### src/rtl/ext_irq_defines.svh
// register offsets, field positions and reset values of the external interrupt block
// assumes inclusion by bare name from any design file
`ifndef EXT_IRQ_DEFINES_SVH
`define EXT_IRQ_DEFINES_SVH
`define ADDR_SENSE_SELECT 20'hEE014
`define ADDR_ENABLE 20'hEE015
`define ADDR_STATUS 20'hEE016
`define ADDR_PRIO_A 20'hEE018
`define ADDR_PRIO_B 20'hEE019
`define ADDR_IRQ_STATUS 20'hEE01C
`define ADDR_IRQ_ENABLE 20'hEE01D
`define ADDR_IRQ_CLEAR 20'hEE01E
`define NUM_SRC 6
`define RESET_BYTE 8'h00
`define PRIO_B_USED_MASK 8'hEE
`define PRIO_A_SRC0 7
`define PRIO_A_SRC1 6
`define PRIO_A_SRC23 5
`define PRIO_A_SRC45 4
`endif

### src/rtl/ext_irq_pkg.sv
// types of the external interrupt block
// assumes nothing beyond the constant header
package ext_irq_pkg;
    typedef struct packed
    {
        logic [5:0] req;
        logic [5:0] level;
    } cpu_req_t;
    typedef struct packed
    {
        logic psel;
        logic penable;
        logic pwrite;
        logic [19:0] paddr;
        logic [31:0] pwdata;
    } apb_req_t;
endpackage

### src/rtl/ext_irq_source.sv
// one external request source: sense, pending flag, clear handshake
// assumes pin synchronous to CLK and a one-cycle exception-accept pulse
`timescale 1ns/1ns
module ext_irq_source
(
    // clock and reset
    input wire logic clk,
    input wire logic reset,
    // pin and configuration
    input wire logic pin,
    input wire logic edge_mode,
    // software side
    input wire logic flag_read,
    input wire logic flag_wr0,
    // core side
    input wire logic accept,
    output logic flag
);
    logic pin_q;
    logic armed_q;
    logic flag_q;
    logic set_ev;
    logic sw_clr;
    logic hw_clr;
    assign set_ev = edge_mode ? (pin_q & ~pin) : ~pin;
    assign sw_clr = flag_wr0 & armed_q;
    assign hw_clr = accept & (edge_mode | pin);
    assign flag = flag_q;
    // previous pin level, reset high so a low pin at release counts as an edge
    always_ff @(posedge clk or posedge reset)
    begin
        if (reset)
            pin_q <= 1'b1;
        else
            pin_q <= pin;
    end
    // read-as-one arms the clear; a zero write or a clear flag disarms it
    always_ff @(posedge clk or posedge reset)
    begin
        if (reset)
            armed_q <= 1'b0;
        else if (flag_read)
            armed_q <= flag_q;
        else if (flag_wr0 | !flag_q)
            armed_q <= 1'b0;
    end
    // set wins over any clear in the same cycle
    always_ff @(posedge clk or posedge reset)
    begin
        if (reset)
            flag_q <= 1'b0;
        else if (set_ev)
            flag_q <= 1'b1;
        else if (sw_clr | hw_clr)
            flag_q <= 1'b0;
    end
endmodule

### src/rtl/ext_irq_ctrl.sv
// external interrupt controller with APB register slave
// assumes pins synchronous to CLK; ACCEPT pulses one cycle per handled source
`timescale 1ns/1ns
`include "ext_irq_defines.svh"
module ext_irq_ctrl
(
    // clock and reset
    input wire logic CLK,
    input wire logic RESET,
    // apb slave
    input wire ext_irq_pkg::apb_req_t APB_REQ,
    output logic [31:0] PRDATA,
    output logic PREADY,
    output logic PSLVERR,
    // pins and core
    input wire logic [5:0] EXT_REQUEST_PIN,
    input wire logic [5:0] ACCEPT,
    output ext_irq_pkg::cpu_req_t CPU_REQ,
    output logic [7:0] PRIO_A,
    output logic [7:0] PRIO_B,
    output logic IRQ
);
    import ext_irq_pkg::*;
    logic [7:0] sense_q;
    logic [7:0] enable_q;
    logic [7:0] prio_a_q;
    logic [7:0] prio_b_q;
    logic [7:0] irq_en_q;
    logic [7:0] irq_st_q;
    logic [5:0] flags;
    logic [5:0] flags_q;
    logic [31:0] rdata_q;
    logic slverr_q;
    logic ready_q;
    cpu_req_t cpu_q;
    logic irq_q;
    logic acc_phase;
    logic wr;
    logic rd;
    logic hit_sense;
    logic hit_enable;
    logic hit_status;
    logic hit_pa;
    logic hit_pb;
    logic hit_ist;
    logic hit_ien;
    logic hit_iclr;
    logic mapped;
    logic [7:0] wbyte;
    logic [7:0] rbyte;
    logic [5:0] src_level;
    logic [5:0] wr0;
    logic [7:0] events;
    logic [5:0] rise;
    // access decode: one wait cycle, answer on second access edge
    assign acc_phase = APB_REQ.psel & APB_REQ.penable & ~ready_q;
    assign wr = acc_phase & APB_REQ.pwrite;
    assign rd = acc_phase & ~APB_REQ.pwrite;
    assign wbyte = APB_REQ.pwdata[7:0];
    assign hit_sense = (APB_REQ.paddr == `ADDR_SENSE_SELECT);
    assign hit_enable = (APB_REQ.paddr == `ADDR_ENABLE);
    assign hit_status = (APB_REQ.paddr == `ADDR_STATUS);
    assign hit_pa = (APB_REQ.paddr == `ADDR_PRIO_A);
    assign hit_pb = (APB_REQ.paddr == `ADDR_PRIO_B);
    assign hit_ist = (APB_REQ.paddr == `ADDR_IRQ_STATUS);
    assign hit_ien = (APB_REQ.paddr == `ADDR_IRQ_ENABLE);
    assign hit_iclr = (APB_REQ.paddr == `ADDR_IRQ_CLEAR);
    assign mapped = hit_sense | hit_enable | hit_status | hit_pa | hit_pb | hit_ist | hit_ien | hit_iclr;
    // only zero bits of a status write count as clear requests
    assign wr0 = {6{wr & hit_status}} & ~wbyte[5:0];
    // read mux; unused bits read as zero
    assign rbyte = hit_sense ? sense_q :
                   hit_enable ? enable_q :
                   hit_status ? {2'b00, flags} :
                   hit_pa ? prio_a_q :
                   hit_pb ? prio_b_q :
                   hit_ist ? irq_st_q :
                   hit_ien ? irq_en_q : 8'h00;
    // per-source priority from group bits
    assign src_level = {prio_a_q[`PRIO_A_SRC45], prio_a_q[`PRIO_A_SRC45], prio_a_q[`PRIO_A_SRC23],
                        prio_a_q[`PRIO_A_SRC23], prio_a_q[`PRIO_A_SRC1], prio_a_q[`PRIO_A_SRC0]};
    // events: flag rising per source, plus unmapped access
    assign rise = flags & ~flags_q;
    assign events = {1'b0, acc_phase & ~mapped, rise};
    // one instance per external source
    genvar gi;
    generate
        for (gi = 0; gi < `NUM_SRC; gi = gi + 1)
        begin : g_src
            ext_irq_source u_src
            (
                .clk(CLK),
                .reset(RESET),
                .pin(EXT_REQUEST_PIN[gi]),
                .edge_mode(sense_q[gi]),
                .flag_read(rd & hit_status),
                .flag_wr0(wr0[gi]),
                .accept(ACCEPT[gi]),
                .flag(flags[gi])
            );
        end
    endgenerate
    // configuration registers
    always_ff @(posedge CLK or posedge RESET)
    begin
        if (RESET)
        begin
            sense_q <= `RESET_BYTE;
            enable_q <= `RESET_BYTE;
            prio_a_q <= `RESET_BYTE;
            prio_b_q <= `RESET_BYTE;
            irq_en_q <= `RESET_BYTE;
        end
        else if (wr)
        begin
            if (hit_sense)
                sense_q <= {2'b00, wbyte[5:0]};
            if (hit_enable)
                enable_q <= {2'b00, wbyte[5:0]};
            if (hit_pa)
                prio_a_q <= wbyte;
            if (hit_pb)
                prio_b_q <= wbyte & `PRIO_B_USED_MASK;
            if (hit_ien)
                irq_en_q <= wbyte;
        end
    end
    // sticky event status; a new event beats the clear
    always_ff @(posedge CLK or posedge RESET)
    begin
        if (RESET)
        begin
            irq_st_q <= `RESET_BYTE;
            flags_q <= 6'h00;
        end
        else
        begin
            irq_st_q <= events | (irq_st_q & ~({8{wr & hit_iclr}} & wbyte));
            flags_q <= flags;
        end
    end
    // bus answer registers
    always_ff @(posedge CLK or posedge RESET)
    begin
        if (RESET)
        begin
            ready_q <= 1'b0;
            rdata_q <= 32'h0000_0000;
            slverr_q <= 1'b0;
        end
        else
        begin
            ready_q <= acc_phase;
            rdata_q <= rd ? {24'h00_0000, rbyte} : 32'h0000_0000;
            slverr_q <= acc_phase & ~mapped;
        end
    end
    // core request, priority tag and interrupt line
    always_ff @(posedge CLK or posedge RESET)
    begin
        if (RESET)
        begin
            cpu_q <= '0;
            irq_q <= 1'b0;
        end
        else
        begin
            cpu_q.req <= flags & enable_q[5:0];
            cpu_q.level <= src_level;
            irq_q <= |(irq_st_q & irq_en_q);
        end
    end
    assign PREADY = ready_q;
    assign PRDATA = rdata_q;
    assign PSLVERR = slverr_q;
    assign CPU_REQ = cpu_q;
    assign PRIO_A = prio_a_q;
    assign PRIO_B = prio_b_q;
    assign IRQ = irq_q;
    // checks
    property p_level_sets;
        @(posedge CLK) disable iff (RESET) (!sense_q[0] && !EXT_REQUEST_PIN[0]) |=> flags[0];
    endproperty
    a_level_sets: assert property (p_level_sets) else $error("level low did not set flag");
    property p_edge_only;
        @(posedge CLK) disable iff (RESET)
        (sense_q[1] && !flags[1] && $stable(EXT_REQUEST_PIN[1]) && !ACCEPT[1] && $stable(sense_q[1])) |=> !flags[1];
    endproperty
    a_edge_only: assert property (p_edge_only) else $error("edge flag set without edge");
    property p_req_gate;
        @(posedge CLK) disable iff (RESET) cpu_q.req[2] |-> $past(flags[2] & enable_q[2]);
    endproperty
    a_req_gate: assert property (p_req_gate) else $error("request without flag and enable");
    property p_req_full;
        @(posedge CLK) disable iff (RESET) (flags[3] && enable_q[3]) |=> cpu_q.req[3];
    endproperty
    a_req_full: assert property (p_req_full) else $error("request missing");
    property p_no_sw_set;
        @(posedge CLK) disable iff (RESET)
        (!flags[4] && sense_q[4] && EXT_REQUEST_PIN[4] && $past(EXT_REQUEST_PIN[4])) |=> !flags[4];
    endproperty
    a_no_sw_set: assert property (p_no_sw_set) else $error("flag set without source event");
    property p_edge_ack;
        @(posedge CLK) disable iff (RESET)
        (sense_q[2] && ACCEPT[2] && !(EXT_REQUEST_PIN[2] == 1'b0 && $past(EXT_REQUEST_PIN[2]))) |=> !flags[2];
    endproperty
    a_edge_ack: assert property (p_edge_ack) else $error("edge flag not cleared on accept");
    property p_level_ack;
        @(posedge CLK) disable iff (RESET) (!sense_q[3] && ACCEPT[3] && EXT_REQUEST_PIN[3]) |=> !flags[3];
    endproperty
    a_level_ack: assert property (p_level_ack) else $error("level flag not cleared");
    property p_prio_map;
        @(posedge CLK) disable iff (RESET) ##1 (cpu_q.level[5] == $past(prio_a_q[4]) && cpu_q.level[0] == $past(prio_a_q[7]));
    endproperty
    a_prio_map: assert property (p_prio_map) else $error("priority mapping wrong");
    property p_prio_b;
        @(posedge CLK) disable iff (RESET) (prio_b_q[4] == 1'b0 && prio_b_q[0] == 1'b0);
    endproperty
    a_prio_b: assert property (p_prio_b) else $error("unused priority bit set");
    property p_ready;
        @(posedge CLK) disable iff (RESET) (APB_REQ.psel && !APB_REQ.penable) |=> ##1 PREADY;
    endproperty
    a_ready: assert property (p_ready) else $error("apb answer late");
    // bus answer: one-cycle ready, refused access flagged, upper data bits zero
    property p_ready_pulse;
        @(posedge CLK) disable iff (RESET) PREADY |=> !PREADY;
    endproperty
    a_ready_pulse: assert property (p_ready_pulse) else $error("ready held more than one cycle");
    property p_slverr;
        @(posedge CLK) disable iff (RESET) (acc_phase && !mapped) |=> (PSLVERR && PREADY);
    endproperty
    a_slverr: assert property (p_slverr) else $error("unmapped access not refused");
    property p_rdata_zero;
        @(posedge CLK) disable iff (RESET) PREADY |-> (PRDATA[31:8] == 24'h00_0000);
    endproperty
    a_rdata_zero: assert property (p_rdata_zero) else $error("upper read data not zero");
    // unused sense and enable bits never hold a one
    property p_unused_bits;
        @(posedge CLK) disable iff (RESET) (sense_q[7:6] == 2'b00) && (enable_q[7:6] == 2'b00);
    endproperty
    a_unused_bits: assert property (p_unused_bits) else $error("unused sense or enable bit set");
    // interrupt line follows enabled sticky status one cycle later
    property p_irq_level;
        @(posedge CLK) disable iff (RESET) ##1 (IRQ == $past(|(irq_st_q & irq_en_q)));
    endproperty
    a_irq_level: assert property (p_irq_level) else $error("interrupt line wrong");
    // per-source checks over all six sources, so every scenario reaches them
    generate
        for (gi = 0; gi < `NUM_SRC; gi = gi + 1)
        begin : g_chk
            property p_gate_all;
                @(posedge CLK) disable iff (RESET) cpu_q.req[gi] == $past(flags[gi] & enable_q[gi]);
            endproperty
            a_gate_all: assert property (p_gate_all) else $error("request does not follow flag and enable");
            property p_off_quiet;
                @(posedge CLK) disable iff (RESET) !enable_q[gi] |=> !cpu_q.req[gi];
            endproperty
            a_off_quiet: assert property (p_off_quiet) else $error("disabled source requested");
            property p_no_set_high;
                @(posedge CLK) disable iff (RESET) (!flags[gi] && EXT_REQUEST_PIN[gi]) |=> !flags[gi];
            endproperty
            a_no_set_high: assert property (p_no_set_high) else $error("flag set with pin high");
            property p_clr_cause;
                @(posedge CLK) disable iff (RESET) (flags[gi] && !ACCEPT[gi] && !wr0[gi]) |=> flags[gi];
            endproperty
            a_clr_cause: assert property (p_clr_cause) else $error("flag cleared without cause");
            property p_new_kept;
                @(posedge CLK) disable iff (RESET) ($rose(flags[gi]) && !ACCEPT[gi]) |=> flags[gi];
            endproperty
            a_new_kept: assert property (p_new_kept) else $error("unread flag cleared");
            property p_level_set;
                @(posedge CLK) disable iff (RESET) (!sense_q[gi] && !EXT_REQUEST_PIN[gi]) |=> flags[gi];
            endproperty
            a_level_set: assert property (p_level_set) else $error("low level did not set flag");
            property p_edge_set;
                @(posedge CLK) disable iff (RESET)
                (sense_q[gi] && !EXT_REQUEST_PIN[gi] && $past(EXT_REQUEST_PIN[gi])) |=> flags[gi];
            endproperty
            a_edge_set: assert property (p_edge_set) else $error("falling edge did not set flag");
            property p_level_drop;
                @(posedge CLK) disable iff (RESET) (!sense_q[gi] && ACCEPT[gi] && EXT_REQUEST_PIN[gi]) |=> !flags[gi];
            endproperty
            a_level_drop: assert property (p_level_drop) else $error("level flag kept after accept");
            property p_edge_drop;
                @(posedge CLK) disable iff (RESET)
                (sense_q[gi] && ACCEPT[gi] && !(!EXT_REQUEST_PIN[gi] && $past(EXT_REQUEST_PIN[gi]))) |=> !flags[gi];
            endproperty
            a_edge_drop: assert property (p_edge_drop) else $error("edge flag kept after accept");
        end
    endgenerate
    c_edge: cover property (@(posedge CLK) disable iff (RESET) sense_q[0] && rise[0]);
    c_swclr: cover property (@(posedge CLK) disable iff (RESET) wr0[0] && flags[0] ##1 !flags[0]);
    c_irq: cover property (@(posedge CLK) disable iff (RESET) IRQ);
    c_hold: cover property (@(posedge CLK) disable iff (RESET) !sense_q[3] && ACCEPT[3] && !EXT_REQUEST_PIN[3]);
    c_refused: cover property (@(posedge CLK) disable iff (RESET) PSLVERR && PREADY);
endmodule

### config.mk
export PLATFORM = sky130hd
export DESIGN_NAME = ext_irq_ctrl
export DESIGN_NICKNAME = d
export VERILOG_FILES = /design/src/rtl/ext_irq_pkg.sv /design/src/rtl/ext_irq_source.sv /design/src/rtl/ext_irq_ctrl.sv
export VERILOG_INCLUDE_DIRS = /design/src /design/src/rtl
export SDC_FILE = /design/constraint.sdc
export NUM_CORES = 1
export LEC_CHECK = 0
export BUFFER_PORTS_ARGS = -buffer_cell sky130_fd_sc_hd__buf_4
export CORE_AREA = 2 2 119 121
export DETAILED_ROUTE_END_ITERATION = 8
export DIE_AREA = 0 0 121 123
export PLACE_DENSITY = 0.49
export SYNTH_ARGS = -nofsm -noshare
export SYNTH_HDL_FRONTEND = slang
export SYNTH_SLANG_ARGS = --single-unit
### constraint.sdc
create_clock -name CLK -period 3.3 [get_ports CLK]
set_input_delay 0.33 -clock CLK [delete_from_list [all_inputs] [get_ports CLK]]
set_output_delay 0.33 -clock CLK [all_outputs]
set_load 0.1 [all_outputs]
==> impl_metrics.json, run 1 <==
{
  "finClkSkew_ns": 0.00411,
  "crit_arrival_ns": 2.67,
  "grt_usage": 0.149,
  "status": "finished clean",
  "path_class": "primary input to flip-flop",
  "ioPinCount": 132,
  "clockRootBuffer": "clkbuf_16",
  "start_kind": "primary input",
  "yosysSeqAreaShare": 0.546,
  "antenna_found_initial": 0,
  "finalSetupTns_ns": 0,
  "grt_pass1_vias": 2935,
  "die_area_sq_mm": 0.0149,
  "grt-ovfl-total": 0,
  "cts_sinks": 87,
  "yosysWarnings": 0,
  "rows": 43,
  "clock.fmax_mhz": 409,
  "fin_crit_ns": 2.44,
  "dp_slack_ns": 0.461,
  "ys_types": 53,
  "io_buffers": 81,
  "finalHoldViolCount": 0,
  "clk_latency_ns": 0.34,
  "drtIter0Drc": 136,
  "netlist_area_sq_mm": 0.00400,
  "relSlewSlack": 0.556,
  "intPower_w": 0.00185,
  "area_delta_synth_final_pct": 26.7,
  "cts_buffer_depth": 2,
  "start_util": 0.294,
  "synth_seq_cells": 87,
  "multiInputGateArea_sq_mm": 0.00155,
  "pwr-share-seq": 0.437,
  "ant_nets": 0,
  "tightest_slew_ns": 0.664,
  "required_ns": 3.53,
  "wl_per_cell_um": 17.0,
  "dr.pass1.iters": 5,
  "cts_hold_buf": 0,
  "grt_max_degree": 33,
  "clockPowerShare": 0.447,
  "combPwrFrac": 0.116,
  "clkTransAtPathRegs_ns": 0.06,
  "finalSetupViolations": 0,
  "slew_violations": 0,
  "diodes": 0,
  "swShare": 0.262,
  "synth-edff-count": 0,
  "fp.coreArea_sq_mm": 0.0136,
  "hpwl_um": 7650,
  "grt_pass1_wl_um": 16600,
  "seqCellArea_sq_mm": 0.00218,
  "holdCritPathClass": "primary input to async pin",
  "via_per_inst": 4.62,
  "p_switching_w": 0.000655,
  "vias": 2858,
  "cts_resized": 0,
  "cp_max_fo": 7,
  "fin_ws_ns": 0.856,
  "tritoncts": "yes",
  "final_layout_size_suffix_gt1_frac": 0.379,
  "critPathCaptureType": "flip-flop",
  "drc": 0,
  "htree_levels": 3,
  "powerDensity_mw_per_mm2": 493,
  "post_cts_buffers": 0,
  "ys.flop_type": "dfrtp_1",
  "fp.dieW_um": 121,
  "vdd_drop_max_uv": 273,
  "die_h_um": 123,
  "r2r-start": "PREADY$_DFF_PP0_",
  "startpoint": "APB_REQ[40]",
  "finalCritPeriodShare": 0.741,
  "syn_area_per_cell_sq_um": 11.6,
  "cts_buffers": 9,
  "fin_nets": 502,
  "finalWeightedCongestion": 0.852,
  "async_reset_ff_frac": 1.00,
  "wl_um": 10500,
  "syn_inst": 345,
  "maxCapViolCount": 0,
  "final.fill_count": 1349,
  "rsz0062_at_grt": "no",
  "p_leak_nw": 2.47
}
-- synth_stat cells (4+ instances only) --
cell type | count | share of area
o31ai_1 | 7 | 0.013
o21ai_2 | 7 | 0.015
a22oi_1 | 4 | 0.0075
a21oi_1 | 15 | 0.019
nor3b_1 | 6 | 0.011
o21ai_1 | 6 | 0.0075
mux2_2 | 32 | 0.090
nand2_1 | 4 | 0.0037
dfstp_2 | 6 | 0.039
buf_4 | 28 | 0.052
inv_1 | 26 | 0.024
nor2_1 | 19 | 0.018
dfrtp_1 | 81 | 0.51
clkbuf_1 | 5 | 0.0047
nand2b_1 | 8 | 0.013
o21ai_0 | 13 | 0.016
nand3_1 | 4 | 0.0050
nor4_1 | 4 | 0.0062
mux2i_1 | 8 | 0.020
and2_1 | 5 | 0.0078
a21o_1 | 6 | 0.011
-- per-stage QoR --
step	utilization	instances	area [sq um]	hold WS [ns]	power, W
2_1_floorplan	-	370	4100	0.334	0.00135
3_3_place_gp	0.348	602	4740	0.394	0.00140
4_1_cts	0.373	618	5070	0.0284	0.00253
6_report	0.373	618	5070	0.0187	0.00250
3_5_place_dp	0.348	602	4740	0.391	0.00141
5_1_grt	0.373	618	5070	0.0513	0.00261
-- state kept, by name, indices dropped and copies added, names as in the netlist --
| name | cells |
|---|---|
| sense_q | 6 |
| PRDATA | 8 |
| PREADY | 1 |
| PSLVERR | 1 |
| enable_q | 6 |
| PRIO_B | 6 |
| g_src.u_src.armed_q | 6 |
| irq_en_q | 8 |
| g_src.u_src.pin_q | 6 |
| irq_st_q | 8 |
| flags_q | 6 |
| IRQ | 1 |
| g_src.u_src.flag | 6 |
| PRIO_A | 8 |
| CPU_REQ | 10 |
-- critical path, cell delays in order --
cell and delay, ns:
buf_4 0.11, or4_4 0.54, or3_1 0.55, nor2_2 0.21
nor4b_4 0.39, buf_4 0.21, mux2_2 0.32
-- cells by family (layout without fill, tap and decap cells) --
family,count (synthesis),in the layout,share of synthesized area
flops,87,87,0.546
simple gates,77,77,0.123
compound gates,74,74,0.123
buf+inv,65,133,0.0916
mux,41,41,0.116
other cells,1,26,0.000937
-- routing by layer --
metal,share of wire,track usage,up-vias
met5,0,0,-
met4,0.011,0.0414,0
met3,0.062,0.0457,11
met2,0.49,0.240,94
met1,0.44,0.196,1418
li1,-,-,1335
-- layout make-up --
| class | instances | share of cell area |
|---|---|---|
| clock buffers | 11 | 0.0498 |
| flip-flops and latches | 87 | 0.431 |
| repair buffers | 91 | 0.135 |
| well taps | 180 | 0.0444 |
| multi-input cells | 218 | 0.305 |
| clock inverters | 5 | 0.0158 |
| inverters | 26 | 0.0195 |
-- power groups by stage --
stage | Clock [W] | Sequential [W] | Combinational (W)
after floorplan | 0 | 0.00113 | 0.000216
after global placement | 0 | 0.00111 | 0.000291
after detailed placement | 0 | 0.00111 | 0.000292
after CTS | 0.00114 | 0.00109 | 0.000293
after global routing | 0.00120 | 0.00110 | 0.000311
final | 0.00112 | 0.00109 | 0.000290
-- layout by cell type, fill, tap and decap left out, drive strengths merged, types with 8 or more instances in the layout --
cell and n:
nor2 21, mux2 32, inv 25, clkbuf 11, nand2b 8, dfrtp 81, buf 91, conb 26
o21ai 26, mux2i 8, a21oi 15
-- final timing paths --
check	to	slack, ns	depth (start not counted)
setup / recovery	PRIO_B[3]$_DFFE_PP0P_	0.86	7
hold / removal	g_src[1].u_src.flag$_DFFE_PP0P_	0.02	2
setup reg to reg	irq_en_q[1]$_DFFE_PP0P_	1.10	7
hold reg to reg	flags_q[5]$_DFF_PP0_	0.40	0
max in group asynchronous	g_src[4].u_src.pin_q$_DFF_PP1_	2.46	3
min in group CLK	g_src[3].u_src.pin_q$_DFF_PP1_	0.10	1
No activity file was read; power rests on OpenSTA's default activity.
==> run 2, diff against run 1 <==
- PLACE_DENSITY: 0.49 -> 0.51
- clock period: 3.3 -> 1.95 ns (I/O delays scaled with it)
==> run 2 against run 1 <==
Net effect:
- sequential share of layout area is 3.9 points lower
- clock-buffer cell count stayed put
- sequential power is 70% higher
- first-iteration DRC count is 8.1% higher
- non-clock buffer count is 37 higher
- highest routed layer unchanged
- global-route usage is 0.82 points higher
==> impl_metrics.json, run 2 (synthesis gave the netlist of run 1 again) <==
{
  "fp.dieW_um": 121,
  "layout_common_cells": "buf_4, dfrtp_1, conb_1",
  "clockRootBuffer": "clkbuf_16",
  "final_common_cell": "buf_4",
  "r2r-start": "PREADY$_DFF_PP0_",
  "clkTransAtPathRegs_ns": 0.06,
  "grt_max_degree": 33,
  "cts_buffers": 9,
  "reg2regPathDepth": 7,
  "via_per_inst": 4.67,
  "vias": 3056,
  "finalHoldViolCount": 0,
  "maxCapViolCount": 0,
  "grt_usage": 0.158,
  "cts_sinks": 87,
  "cp_max_fo": 5,
  "finalWeightedCongestion": 0.949,
  "die_area_sq_mm": 0.0149,
  "tritoncts": "yes",
  "status": "finished clean",
  "grt_pass1_wl_um": 17600,
  "htree_levels": 3,
  "fin_nets": 539,
  "area_delta_synth_final_pct": 39.5,
  "multiInputGateArea_sq_mm": 0.00169,
  "crit_arrival_ns": 2.13,
  "clk_latency_ns": 0.34,
  "clockPowerShare": 0.472,
  "use_met2": 0.250,
  "grtUsageMet3": 0.0341,
  "powerDensity_mw_per_mm2": 811,
  "swShare": 0.246,
  "grt.busiest_layer": "met2",
  "holdCritPathClass": "primary input to flip-flop",
  "dp_slack_ns": -0.370,
  "largest_reg_flops": 10,
  "grt_pass1_vias": 3189,
  "finalSetupViolations": 0,
  "p_switching_w": 0.00111,
  "die_h_um": 123,
  "drc": 0,
  "path_class": "primary input to flip-flop",
  "slew_violations": 0,
  "fin_crit_ns": 1.91,
  "start_util": 0.294,
  "combPwrFrac": 0.119,
  "grt_use_met1": 0.210,
  "drtIter0Drc": 147,
  "critPathCaptureType": "flip-flop",
  "p_leak_nw": 2.73,
  "final_layout_size_suffix_gt1_frac": 0.436,
  "startpoint": "APB_REQ[40]",
  "worstSetupEndpoint": "irq_en_q[1]$_DFFE_PP0P_",
  "ioPinCount": 132,
  "antenna_found_initial": 0,
  "final.fill_count": 1317,
  "intPower_w": 0.00342,
  "required_ns": 2.17,
  "finClkSkew_ns": 0.00702,
  "final_util": 0.410,
  "dr.pass1.iters": 5,
  "io_buffers": 81,
  "rrSetupSlack_ns": 0.05,
  "fp.coreArea_sq_mm": 0.0136,
  "seqCellArea_sq_mm": 0.00219,
  "grt-ovfl-total": 0,
  "finalCritPeriodShare": 0.977,
  "power.total_w": 0.00453,
  "pwr-share-seq": 0.409,
  "cts_buffer_depth": 2,
  "start_kind": "primary input",
  "diodes": 0,
  "rsz0062_at_grt": "yes",
  "rows": 43,
  "hpwl_um": 8260,
  "vdd_drop_max_uv": 458,
  "ant_nets": 0,
  "clock.fmax_mhz": 525,
  "tightest_slew_ns": 0.659,
  "reg2reg_to": "PRIO_B[3]$_DFFE_PP0P_",
  "fin_ws_ns": 0.0447,
  "wl_per_cell_um": 16.9,
  "wl_um": 11100,
  "relSlewSlack": 0.559
}
==> run 2: per-layer routing <==
metal  vias up  routed length, um
li1       1414                  -
met1      1514               5030
met2       107               5250
met3        21                514
met4         0                299
met5         -                  0
==> run 2: power by group through the flow <==
stage          clock, W  sequential (W)  combinational, W
6_report        0.00214         0.00185          0.000540
5_1_grt         0.00227         0.00185          0.000574
4_1_cts         0.00220         0.00185          0.000539
3_5_place_dp          0         0.00189          0.000526
3_3_place_gp          0         0.00189          0.000525
2_1_floorplan         0         0.00192          0.000371
==> run 2: timing repair <==
action,CTS,global route
pin swaps,0,0
endpoints found under the setup margin,9,14
buffers inserted,0,2
hold buffers,7,0
gates cloned,0,0
resized for setup,3,5
hold endpoints to repair,28,0
==> run 2: stage by stage <==
stage          TNS (ns)  hold slack [ns]  instance area (sq um)  cells
2_1_floorplan     -4.16            0.199                   4230    370
3_3_place_gp     -15.13            0.315                   5090    630
3_5_place_dp     -15.42            0.316                   5090    630
4_1_cts               0           0.0167                   5560    653
5_1_grt         -0.0697           0.0166                   5590    655
6_report              0           0.0289                   5590    655
==> run 2: how the worst min path moves through the flow <==
stage / start / end / slack (ns) / cells after the start
finish: ACCEPT[5] / g_src[5].u_src.flag$_DFFE_PP0P_ / 0.03 / 2
global route: ACCEPT[2] / g_src[2].u_src.flag$_DFFE_PP0P_ / 0.02 / 2
CTS: ACCEPT[1] / g_src[1].u_src.flag$_DFFE_PP0P_ / 0.02 / 2
detailed placement: EXT_REQUEST_PIN[3] / g_src[3].u_src.pin_q$_DFF_PP1_ / 0.32 / 1
global placement: RESET / CPU_REQ[10]$_DFF_PP0_ / 0.31 / 2
floorplan: EXT_REQUEST_PIN[0] / g_src[0].u_src.pin_q$_DFF_PP1_ / 0.20 / 0
==> run 2: critical path, stage by stage <==
cell,delay (ns)
buf_4,0.11
or4_4,0.55
or3_4,0.40
buf_4,0.18
nor3_4,0.19
buf_4,0.20
mux2_4,0.30
==> run 2: area by class of cell <==
| cell class | count | share of cell area |
|---|---|---|
| sequential | 87 | 0.392 |
| multi-input combinational | 218 | 0.302 |
| timing repair buffer | 128 | 0.180 |
| clock buffer | 11 | 0.0452 |
| tap | 180 | 0.0403 |
| clock inverter | 5 | 0.0228 |
| inverter | 26 | 0.0181 |
==> run 3, diff against run 2 <==
- CORE_AREA: 2 2 119 121 -> 2 2 97 99
- DIE_AREA: 0 0 121 123 -> 0 0 99 101
- PLACE_DENSITY: 0.51 -> 0.73
==> run 3 against run 2 <==
Net effect:
- register-to-register slack got worse by 0.04 ns
- non-clock buffer count is 4 higher
- clock skew grew 0.0080 ns
- wire length shrank 5.1%
- final area is 3.2% lower
- sequential share of layout area rose by 1.3 points
- final cell count down 9.9%
- global-route usage rose by 5.9 points
- utilization is 19 points higher
- clock power down 24%
- critical endpoint is now PRIO_B[3]$_DFFE_PP0P_
==> impl_metrics.json, run 3 (synthesis gave the netlist of run 1 again) <==
{
  "fp.dieW_um": 99,
  "final_layout_size_suffix_gt1_frac": 0.426,
  "hpwl_um": 7710,
  "powerDensity_mw_per_mm2": 741,
  "final_common_cell": "buf_4",
  "grt_pass1_vias": 3243,
  "tritoncts": "yes",
  "vdd_drop_max_uv": 333,
  "ioPinCount": 132,
  "ant_nets": 0,
  "wl_um": 10500,
  "final_util": 0.602,
  "area_delta_synth_final_pct": 35.0,
  "grt_pass1_wl_um": 16700,
  "layout_common_cells": "buf_4, dfrtp_1, conb_1",
  "maxCapViolCount": 0,
  "clockRootBuffer": "clkbuf_8",
  "required_ns": 2.20,
  "io_buffers": 81,
  "die_area_sq_mm": 0.0100,
  "cp_max_fo": 4,
  "start_kind": "flip-flop",
  "fp.coreArea_sq_mm": 0.00898,
  "wl_per_cell_um": 17.8,
  "clock.fmax_mhz": 516,
  "drc": 0,
  "p_leak_nw": 2.69,
  "tightest_slew_ns": 0.664,
  "cp_num_buf_inv": 2,
  "critPathCaptureType": "flip-flop",
  "relSlewSlack": 0.556,
  "clk_latency_ns": 0.36,
  "slew_violations": 0,
  "finalCritPeriodShare": 0.994,
  "cts_sinks": 87,
  "dp_slack_ns": -0.366,
  "holdCritPathClass": "primary input to flip-flop",
  "rsz0062_at_grt": "yes",
  "diodes": 0,
  "finalHoldViolCount": 0,
  "vias": 3091,
  "slowest_stage": "dfrtp_4",
  "path_class": "flip-flop to flip-flop",
  "status": "finished clean",
  "grt_max_degree": 32,
  "htree_levels": 3,
  "grt_usage": 0.217,
  "finalSetupViolations": 0,
  "start_util": 0.446,
  "path_cells": "nand3b_1 > inv_2 > and2_4 > nand2_4 > nor4b_4 > buf_4 > mux2_4",
  "via_per_inst": 5.24,
  "cts_buffer_depth": 2,
  "fin_crit_ns": 1.94,
  "slowest_delay_ns": 0.48,
  "die_h_um": 101,
  "clkTransAtPathRegs_ns": 0.09,
  "rows": 35,
  "dr.pass1.iters": 4,
  "drtIter0Drc": 119,
  "cts_buffers": 9,
  "crit_arrival_ns": 2.18,
  "final.fill_count": 731,
  "fin_ws_ns": 0.0122,
  "finClkSkew_ns": 0.0150,
  "grt-ovfl-total": 0,
  "antenna_found_initial": 0,
  "largest_reg_flops": 10,
  "finalWeightedCongestion": 0.980,
  "fin_nets": 543,
  "crit_family": "simple AND/OR/NAND/NOR gates"
}
-- run 3: report_power, final --
group / total (W) / switching [W] / leakage (nW) / internal, W
clock network: 0.00162 / 0.000632 / 0.125 / 0.000983
logic: 0.000539 / 0.000407 / 1.47 / 0.000133
registers: 0.00185 / 0.0000158 / 1.10 / 0.00184
-- run 3: cell type report --
class | count | area [sq um] | share of cell area
clock buffer | 12 | 135 | 0.0250
timing repair buffer | 132 | 1040 | 0.192
tap | 111 | 139 | 0.0257
inverter | 26 | 101 | 0.0187
clock inverter | 4 | 120 | 0.0222
sequential | 87 | 2190 | 0.405
multi-input combinational | 218 | 1690 | 0.312
-- run 3: worst reg2reg max path, cell delays in order (launching register included) --
cell	delay (ns)
dfrtp_4	0.48
nand3b_1	0.20
inv_2	0.09
and2_4	0.17
nand2_4	0.07
nor4b_4	0.32
buf_4	0.19
mux2_4	0.30
-- run 3: worst paths after layout --
kind	from	to	slack, ns	cells after the start
max	PREADY$_DFF_PP0_	PRIO_B[3]$_DFFE_PP0P_	0.01	7
min	ACCEPT[1]	g_src[1].u_src.flag$_DFFE_PP0P_	0.006	2
max reg2reg	PREADY$_DFF_PP0_	PRIO_B[3]$_DFFE_PP0P_	0.01	7
min reg2reg	flags_q[1]$_DFF_PP0_	irq_st_q[1]$_DFF_PP0_	0.42	1
max in group asynchronous	RESET	g_src[3].u_src.pin_q$_DFF_PP1_	0.82	4
min in group asynchronous	RESET	PRIO_A[4]$_DFFE_PP0P_	0.49	3
-- run 3: per-layer routing --
layer  GRT usage  part of all wire  vias to the layer above  routed length (um)
met5           0                 0                        -                   0
met4      0.0769             0.026                        0                 272
met3      0.0444             0.057                       26                 602
met2       0.352              0.48                      109                5080
met1       0.291              0.43                     1540                4580
li1            -                 -                     1416                   -
-- run 3: repair_timing --
| item | 4_1_cts | 5_1_grt |
|---|---|---|
| endpoints found under the hold margin | 30 | 0 |
| hold buffers | 8 | 0 |
| endpoints found under the setup margin | 0 | 13 |
| buffers inserted | 0 | 4 |
| gates resized for setup | 0 | 7 |
-- run 3: through the flow --
step                power (W)  setup TNS (ns)  cell area [sq um]  instances  hold WS (ns)
floorplan             0.00229           -4.16               4230        370         0.199
global placement      0.00240          -13.13               5010        562         0.314
detailed placement    0.00241          -13.82               5010        562         0.316
CTS                   0.00402               0               5340        586       0.00373
global route          0.00413          -0.379               5410        590       0.00526
finish                0.00401               0               5410        590       0.00574
